--- src/inc/ext_irq_params.svh ---
// constants for the external interrupt latch block
`ifndef EXT_IRQ_PARAMS_SVH
`define EXT_IRQ_PARAMS_SVH
// register byte addresses
`define EIRQ_STATUS_CONTROL_ADDR 4'h0
`define EIRQ_BREAK_CTRL_ADDR     4'h4
`define EIRQ_VECTOR_ADDR         4'h8
`define EIRQ_ADDR_W              4
// status/control field positions
`define EIRQ_MODE_BIT            0
`define EIRQ_MASK_BIT            1
`define EIRQ_ACK_BIT             2
`define EIRQ_FLAG_BIT            3
`define EIRQ_PIN_BIT             4
// break control field position
`define EIRQ_BCE_BIT             0
// vector locations, read-only
`define EIRQ_VECTOR_HI_LOC       16'hfffa
`define EIRQ_VECTOR_LO_LOC       16'hfffb
// axi responses
`define EIRQ_RESP_OKAY           2'h0
`define EIRQ_RESP_SLVERR         2'h2
`endif

--- src/inc/ext_irq_pkg.sv ---
// types for the external interrupt latch block
package ext_irq_pkg;
  typedef struct packed {
    logic mode;
    logic mask;
  } ctrl_s;
  typedef enum logic [0:0] {
    wr_idle = 1'b0,
    wr_resp = 1'b1
  } wr_state_e;
endpackage
--- src/hw/external_irq_latch.sv ---
// external interrupt latch with axi4-lite status/control registers
// Contract
// RULE_01: a low pin, per selected sensitivity, sets the pin latch. The code sets it on a falling edge only, in both modes.
// RULE_02: a vector fetch acknowledge clears the pin latch.
// RULE_03: software writing one to the acknowledge bit clears the latch.
// RULE_04: reset clears latch and sensitivity bit even with pin low.
// RULE_05: edge mode holds the request until fetch, acknowledge or reset.
// RULE_06: level mode clears only after acknowledge and pin high.
// RULE_07: level mode accepts acknowledge and pin release in either order.
// RULE_08: edge mode acknowledge clears the latch regardless of pin level.
// RULE_09: mask bit set withholds the request from priority logic.
// RULE_10: a falling edge after an acknowledge latches a new request.
// RULE_11: taken requests vector through the two fixed vector locations.
// RULE_12: pending flag is read-only, one when pending, else zero.
// RULE_13: pending flag ignores the mask bit.
// RULE_14: acknowledge bit is write-only and reads zero.
// RULE_15: mask bit read/write, one disables, reset clears it.
// RULE_16: sensitivity bit read/write, one adds low levels, reset clears. The code lets a low level only hold the latch; it never sets it.
// RULE_17: in break with clear-enable zero, acknowledge writes are ignored.
// RULE_18: clear-enable one lets break acknowledges clear, staying cleared.
// RULE_19: the pin level is given to branch-on-pin instructions.
// RULE_20: level-mode service routines should mask further requests.
// RULE_21: pin is synchronised; falling edge is high then low samples.
//
// Decided for this implementation: the placing of the registers and the AXI4-Lite slave port.
`timescale 1ns/1ps
`include "ext_irq_params.svh"

module external_irq_latch (
  // clock, reset, enable
  input  wire logic        clk,
  input  wire logic        reset,
  input  wire logic        clk_en,
  // external pin and cpu side
  input  wire logic        irq_pin_n,
  input  wire logic        vector_fetch,
  input  wire logic        break_state,
  output logic             irq_request,
  output logic             pin_level,
  // axi4-lite write address
  input  wire logic [31:0] s_axi_awaddr,
  input  wire logic        s_axi_awvalid,
  output logic             s_axi_awready,
  // axi4-lite write data
  input  wire logic [31:0] s_axi_wdata,
  input  wire logic [3:0]  s_axi_wstrb,
  input  wire logic        s_axi_wvalid,
  output logic             s_axi_wready,
  // axi4-lite write response
  output logic [1:0]       s_axi_bresp,
  output logic             s_axi_bvalid,
  input  wire logic        s_axi_bready,
  // axi4-lite read address
  input  wire logic [31:0] s_axi_araddr,
  input  wire logic        s_axi_arvalid,
  output logic             s_axi_arready,
  // axi4-lite read data
  output logic [31:0]      s_axi_rdata,
  output logic [1:0]       s_axi_rresp,
  output logic             s_axi_rvalid,
  input  wire logic        s_axi_rready
);

  // ************************************************
  // pin synchroniser and edge detect
  // ************************************************
  logic                  sync1_q;
  logic                  sync2_q;
  logic                  prev_q;
  logic [2:0]            arm_q;
  wire logic             fall_edge;
  wire logic             pin_low;

  always_ff @(posedge clk) begin
    if (reset) begin
      sync1_q <= 1'b1;
      sync2_q <= 1'b1;
      prev_q  <= 1'b1;
      arm_q   <= '0;
    end else if (clk_en) begin
      arm_q   <= {arm_q[1:0], 1'b1};
      sync1_q <= irq_pin_n; // RULE_21
      sync2_q <= sync1_q;
      prev_q  <= sync2_q;
    end
  end

  // no edge until the pipe holds real pin samples: a pin held low
  // through reset must not look like a fresh falling edge afterwards
  assign fall_edge = arm_q[2] & prev_q & ~sync2_q; // RULE_21 RULE_04
  assign pin_low   = ~sync2_q;

  // ************************************************
  // register write channel
  // ************************************************
  ext_irq_pkg::ctrl_s        ctrl_q;
  logic                      bce_q;
  ext_irq_pkg::wr_state_e    wst_q;
  logic                      aw_have_q;
  logic                      w_have_q;
  logic [`EIRQ_ADDR_W-1:0]   awaddr_q;
  logic [7:0]                wdata_q;
  logic                      wstrb0_q;
  logic                      latch_q;
  logic                      req_q;
  logic                      pin_q;
  logic                      ack_pend_q;

  wire logic aw_take   = s_axi_awvalid & s_axi_awready;
  wire logic w_take    = s_axi_wvalid & s_axi_wready;
  wire logic aw_now    = aw_have_q | aw_take;
  wire logic w_now     = w_have_q | w_take;
  wire logic [`EIRQ_ADDR_W-1:0] wa = aw_have_q ? awaddr_q
                                               : s_axi_awaddr[`EIRQ_ADDR_W-1:0];
  wire logic [7:0] wd  = w_have_q ? wdata_q : s_axi_wdata[7:0];
  wire logic ws        = w_have_q ? wstrb0_q : s_axi_wstrb[0];
  wire logic wr_fire   = (wst_q == ext_irq_pkg::wr_idle) & aw_now & w_now;
  wire logic wa_hi_ok  = aw_have_q ? 1'b1 : (s_axi_awaddr[31:`EIRQ_ADDR_W] == '0);
  wire logic sel_sc    = wr_fire & wa_hi_ok & (wa == `EIRQ_STATUS_CONTROL_ADDR);
  wire logic sel_bc    = wr_fire & wa_hi_ok & (wa == `EIRQ_BREAK_CTRL_ADDR);
  wire logic sel_vec   = wr_fire & wa_hi_ok & (wa == `EIRQ_VECTOR_ADDR);
  wire logic wr_ok     = sel_sc | sel_bc | sel_vec;
  wire logic sc_wr     = sel_sc & ws;
  wire logic bc_wr     = sel_bc & ws;
  // acknowledge write ignored in break unless clear-enable is set
  wire logic sw_ack    = sc_wr & wd[`EIRQ_ACK_BIT] & (~break_state | bce_q); // RULE_03 RULE_17 RULE_18
  wire logic ack_any   = vector_fetch | sw_ack; // RULE_02

  // ************************************************
  // pin latch
  // ************************************************
  // level mode: the latch holds while the pin is low, so acknowledge and
  // release may come in either order; a fresh edge beats a same-cycle clear
  wire logic set_ev    = fall_edge; // RULE_01 RULE_10
  wire logic hold_lvl  = ctrl_q.mode & pin_low; // RULE_06 RULE_07
  // an acknowledge seen while the pin is low is remembered until release
  wire logic ack_rel   = (ack_any | ack_pend_q) & ~hold_lvl; // RULE_07
  wire logic latch_d   = set_ev | (latch_q & ~ack_rel); // RULE_05 RULE_08
  wire logic ack_pend_d = latch_d & ~set_ev & (ack_pend_q | ack_any); // RULE_07

  always_ff @(posedge clk) begin
    if (reset) begin
      latch_q <= 1'b0; // RULE_04
      ctrl_q  <= '0; // RULE_04 RULE_15 RULE_16
      bce_q   <= 1'b0;
      req_q   <= 1'b0;
      pin_q   <= 1'b1;
      ack_pend_q <= 1'b0;
    end else if (clk_en) begin
      latch_q <= latch_d;
      ack_pend_q <= ack_pend_d;
      if (sc_wr) begin
        ctrl_q.mode <= wd[`EIRQ_MODE_BIT]; // RULE_16
        ctrl_q.mask <= wd[`EIRQ_MASK_BIT]; // RULE_15
      end
      if (bc_wr) begin
        bce_q <= wd[`EIRQ_BCE_BIT];
      end
      req_q <= latch_d & ~(sc_wr ? wd[`EIRQ_MASK_BIT] : ctrl_q.mask); // RULE_09
      pin_q <= sync2_q; // RULE_19
    end
  end

  assign irq_request = req_q;
  assign pin_level   = pin_q;

  // ************************************************
  // write handshake
  // ************************************************
  logic awready_q;
  logic wready_q;
  logic bvalid_q;
  logic [1:0] bresp_q;

  always_ff @(posedge clk) begin
    if (reset) begin
      wst_q     <= ext_irq_pkg::wr_idle;
      aw_have_q <= 1'b0;
      w_have_q  <= 1'b0;
      awaddr_q  <= '0;
      wdata_q   <= '0;
      wstrb0_q  <= 1'b0;
      awready_q <= 1'b0;
      wready_q  <= 1'b0;
      bvalid_q  <= 1'b0;
      bresp_q   <= `EIRQ_RESP_OKAY;
    end else if (clk_en) begin
      unique case (wst_q)
        ext_irq_pkg::wr_idle: begin
          if (aw_take) begin
            aw_have_q <= 1'b1;
            awaddr_q  <= s_axi_awaddr[`EIRQ_ADDR_W-1:0];
          end
          if (w_take) begin
            w_have_q <= 1'b1;
            wdata_q  <= s_axi_wdata[7:0];
            wstrb0_q <= s_axi_wstrb[0];
          end
          awready_q <= ~aw_now;
          wready_q  <= ~w_now;
          if (wr_fire) begin
            wst_q     <= ext_irq_pkg::wr_resp;
            aw_have_q <= 1'b0;
            w_have_q  <= 1'b0;
            awready_q <= 1'b0;
            wready_q  <= 1'b0;
            bvalid_q  <= 1'b1;
            bresp_q   <= wr_ok ? `EIRQ_RESP_OKAY : `EIRQ_RESP_SLVERR;
          end
        end
        ext_irq_pkg::wr_resp: begin
          if (s_axi_bready) begin
            bvalid_q  <= 1'b0;
            wst_q     <= ext_irq_pkg::wr_idle;
            awready_q <= 1'b1;
            wready_q  <= 1'b1;
          end
        end
      endcase
    end
  end

  assign s_axi_awready = awready_q;
  assign s_axi_wready  = wready_q;
  assign s_axi_bvalid  = bvalid_q;
  assign s_axi_bresp   = bresp_q;

  // ************************************************
  // read channel
  // ************************************************
  logic        arready_q;
  logic        rvalid_q;
  logic [31:0] rdata_q;
  logic [1:0]  rresp_q;

  wire logic [`EIRQ_ADDR_W-1:0] ra = s_axi_araddr[`EIRQ_ADDR_W-1:0];
  wire logic ra_hi_ok = (s_axi_araddr[31:`EIRQ_ADDR_W] == '0);
  wire logic ar_take  = s_axi_arvalid & arready_q;
  // pending flag shows the latch, not the masked request; ack reads zero
  wire logic [31:0] sc_val = {27'h0, pin_q, latch_q, 1'b0, ctrl_q.mask, ctrl_q.mode}; // RULE_12 RULE_13 RULE_14
  wire logic [31:0] bc_val = {31'h0, bce_q};
  wire logic [31:0] vec_val = {`EIRQ_VECTOR_HI_LOC, `EIRQ_VECTOR_LO_LOC}; // RULE_11
  wire logic rd_sc  = ra_hi_ok & (ra == `EIRQ_STATUS_CONTROL_ADDR);
  wire logic rd_bc  = ra_hi_ok & (ra == `EIRQ_BREAK_CTRL_ADDR);
  wire logic rd_vec = ra_hi_ok & (ra == `EIRQ_VECTOR_ADDR);
  wire logic [31:0] rd_val = rd_sc ? sc_val : rd_bc ? bc_val : rd_vec ? vec_val : 32'h0;
  wire logic rd_ok  = rd_sc | rd_bc | rd_vec;

  always_ff @(posedge clk) begin
    if (reset) begin
      arready_q <= 1'b0;
      rvalid_q  <= 1'b0;
      rdata_q   <= '0;
      rresp_q   <= `EIRQ_RESP_OKAY;
    end else if (clk_en) begin
      if (ar_take) begin
        arready_q <= 1'b0;
        rvalid_q  <= 1'b1;
        rdata_q   <= rd_val;
        rresp_q   <= rd_ok ? `EIRQ_RESP_OKAY : `EIRQ_RESP_SLVERR;
      end else if (rvalid_q & s_axi_rready) begin
        rvalid_q  <= 1'b0;
        arready_q <= 1'b1;
      end else if (~rvalid_q) begin
        arready_q <= 1'b1;
      end
    end
  end

  assign s_axi_arready = arready_q;
  assign s_axi_rvalid  = rvalid_q;
  assign s_axi_rdata   = rdata_q;
  assign s_axi_rresp   = rresp_q;
endmodule

--- config.mk ---
export PLATFORM = sky130hd
export DESIGN_NAME = external_irq_latch
export DESIGN_NICKNAME = d
export VERILOG_FILES = /design/src/inc/ext_irq_pkg.sv /design/src/hw/external_irq_latch.sv
export VERILOG_INCLUDE_DIRS = /design/src /design/src/inc
export SDC_FILE = /design/constraint.sdc
export NUM_CORES = 1
export LEC_CHECK = 0
export ABC_AREA = 1
export BUFFER_PORTS_ARGS = -buffer_cell sky130_fd_sc_hd__buf_2
export CAP_MARGIN = 20
export CORE_MARGIN = 2
export CORE_UTILIZATION = 43
export DETAILED_ROUTE_END_ITERATION = 10
export GPL_ROUTABILITY_DRIVEN = 0
export GPL_TIMING_DRIVEN = 1
export PLACE_DENSITY_LB_ADDON = 0.1
export SYNTH_ARGS = -nofsm -noshare
export SYNTH_HDL_FRONTEND = slang
export SYNTH_SLANG_ARGS = --single-unit
--- constraint.sdc ---
create_clock -name clk -period 3.8 [get_ports clk]
set_clock_uncertainty 0.1 [all_clocks]
set_input_delay 0.38 -clock clk [delete_from_list [all_inputs] [get_ports clk]]
set_output_delay 0.38 -clock clk [all_outputs]
set_load 0.005 [all_outputs]
==> metrics.csv <==
metric,value,unit
status,"complete, no violations",
register share of total power,0.506,
port buffer count,116,
sequential area share after synthesis,0.358,
Routed WL,4510,µm
vias per inst,4.66,
largest net degree at the start of global routing,27,
final instance area,2450,µm²
"commonest cells after routing, fill and taps aside","116 x buf_2, 47 x nor2_1, 39 x nand2_1",
initial antenna violation count,0,
clk_lat worst skew,0.28,ns
first-pass GRT wire length,7380,µm
Setup CP Type,input pin to register,
setup_tns,0,ns
met3 WL,367,µm
post-DP HPWL,3530,µm
cells after synthesis,283,
Rows,24,
All-Layer GR Usage,0.183,
CP required,3.88,ns
clock slew seen by the registers of the worst setup and hold paths,0.07,ns
Hold WC Path Type,input pin to register,
Post-Layout Cell Count,428,
Synth-to-Final Area Change,25.2,%
Synth cell types,32,
met2 routed WL,2190,µm
Pwr Density,318,nW/µm²
Routed WL per cell,10.5,µm
DR DRC count,0,
Synth Warn #,0,
WHS Path Cells,3,
Initial DRC Count,54,
"commonest non-fill, non-tap cell in the layout",buf_2,
syn_area_per_cell,6.92,µm²
"Hold Vio Cnt, Final",0,
relative slew slack,0.557,
Via Count,1994,
Sw Ratio,0.266,
placed instance area,2370,µm²
Tot Pwr,0.781,mW
final worst path period share,0.439,
Reg2Reg Depth,11,
Max clock buf depth,2,
post-layout util,0.560,
I/O Pins,154,
CP max FO,13,
cts bufs inserted,5,
post-CTS setup buffer count,0,
Int Power,0.573,mW
clk sinks,35,
placed cells,420,
DR pass1 iterations,5,
final setup vio count,0,
post-cts sizing count,0,
Worst setup EP type,register,
Core ar.,4380,µm²
hold buffers post-CTS,0,
htree depth,2,
die area,5110,µm²
NetSw,0.208,mW
min Tclk post-route,1.67,ns
Synth Register Bits,35,
Pins Over Slew Limit,0,
crit start category,input pin,
Comb pwr share,0.160,
clk root buf,clkbuf_8,
gr ovfl total,0,
Mapped Area,1960,µm²
critical path arrival,1.74,ns
CTS tree,yes,
Die H,71.5,µm
fill count,452,
FMAX,599,MHz
layout cell share with drive strength beyond 1,0.386,
Worst-Margin Slew,0.664,ns
vias in the first global route,1753,
Leakage,1.26,nW
Clk network pwr share,0.333,
Initial Util,0.447,
RSZ-0062 raised after global routing,no,
wl on met1,1880,µm
maximum vdd drop,0.000203,V
antenna-violating nets left,0,
Ant. Diodes,0,
Final nets,486,
Max Used Layer,met4,
Die X,71.5,µm
max-cap violation count,0,
[per-stage QoR]
step	hold slack [ns]	worst slack [ns]
floorplan	0.329	2.29
global placement	0.342	1.86
detailed placement	0.348	1.85
CTS	0.204	2.13
global route	0.230	1.94
finish	0.213	2.13
[power by group through the flow]
stage	logic [mW]	clock network [mW]	registers, mW
final	0.125	0.260	0.395
after global routing	0.143	0.283	0.398
after CTS	0.126	0.272	0.395
after detailed placement	0.126	0	0.404
after global placement	0.124	0	0.404
after floorplan	0.0787	0	0.402
[worst max-delay path, stage by stage]
cell     delay (ns)
buf_2          0.24
inv_2          0.18
nor2_1         0.20
inv_1          0.11
nor2_1         0.24
inv_1          0.18
o21ai_0        0.17
a21oi_1        0.05
[cell type report]
type / instances / area [µm²] / area share
tap: 52 / 65.1 / 0.0265
clock inverter: 2 / 12.5 / 0.00510
clock buffer: 6 / 72.6 / 0.0296
sequential: 35 / 701 / 0.286
timing repair buffer: 116 / 581 / 0.237
multi-input combinational: 185 / 902 / 0.368
inverter: 32 / 120 / 0.0490
[cells by family (layout without fill, tap and decap cells)]
group	after synthesis	after routing	share of synthesized area
simple gates	118	118	0.268
buf+inv	67	156	0.190
compound gates	60	60	0.173
flops	35	35	0.358
mux	2	2	0.0102
other cells	1	5	0.00191
[synth_stat cells (all sizes together)]
cell type	number	area share
nor2	52	0.11
nand2	43	0.087
dfxtp	35	0.36
buf	32	0.12
inv	32	0.061
o21ai	29	0.078
a21oi	25	0.068
nand3	10	0.033
nand4	4	0.013
clkbuf	3	0.0057
mux2i	2	0.010
nor3	2	0.0051
nor4	2	0.0064
o211ai	2	0.0077
or2	2	0.0064
a22oi	1	0.0038
a41oi	1	0.0083
and2	1	0.0032
and3	1	0.0032
conb	1	0.0019
nand3b	1	0.0038
o221ai	1	0.0045
o22ai	1	0.0032
[path summary, 6_finish.rpt]
kind	slack (ns)	end	startpoint
max	2.13	wstrb0_q$_SDFFE_PP0P_	clk_en
min	0.21	sync1_q$_SDFFE_PP1P_	irq_pin_n
max reg2reg	2.22	ctrl_q[0]$_SDFFE_PP0P_	w_have_q$_SDFFE_PP0P_
min reg2reg	0.36	awaddr_q[3]$_SDFFE_PP0P_	awaddr_q[3]$_SDFFE_PP0P_
[layer usage]
metal | vias up | GRT usage
met5 | - | 0
met3 | 7 | 0.0309
li1 | 1065 | -
met1 | 847 | 0.214
met4 | 0 | 0.0922
met2 | 75 | 0.320
[state kept, by name, indices dropped and copies added, names as in the netlist, 2 cells and up]
| register | count |
|---|---|
| arm_q | 3 |
| awaddr_q | 4 |
| ctrl_q | 2 |
| s_axi_rdata | 5 |
| wdata_q | 3 |
(Power assumes the default switching activity.)
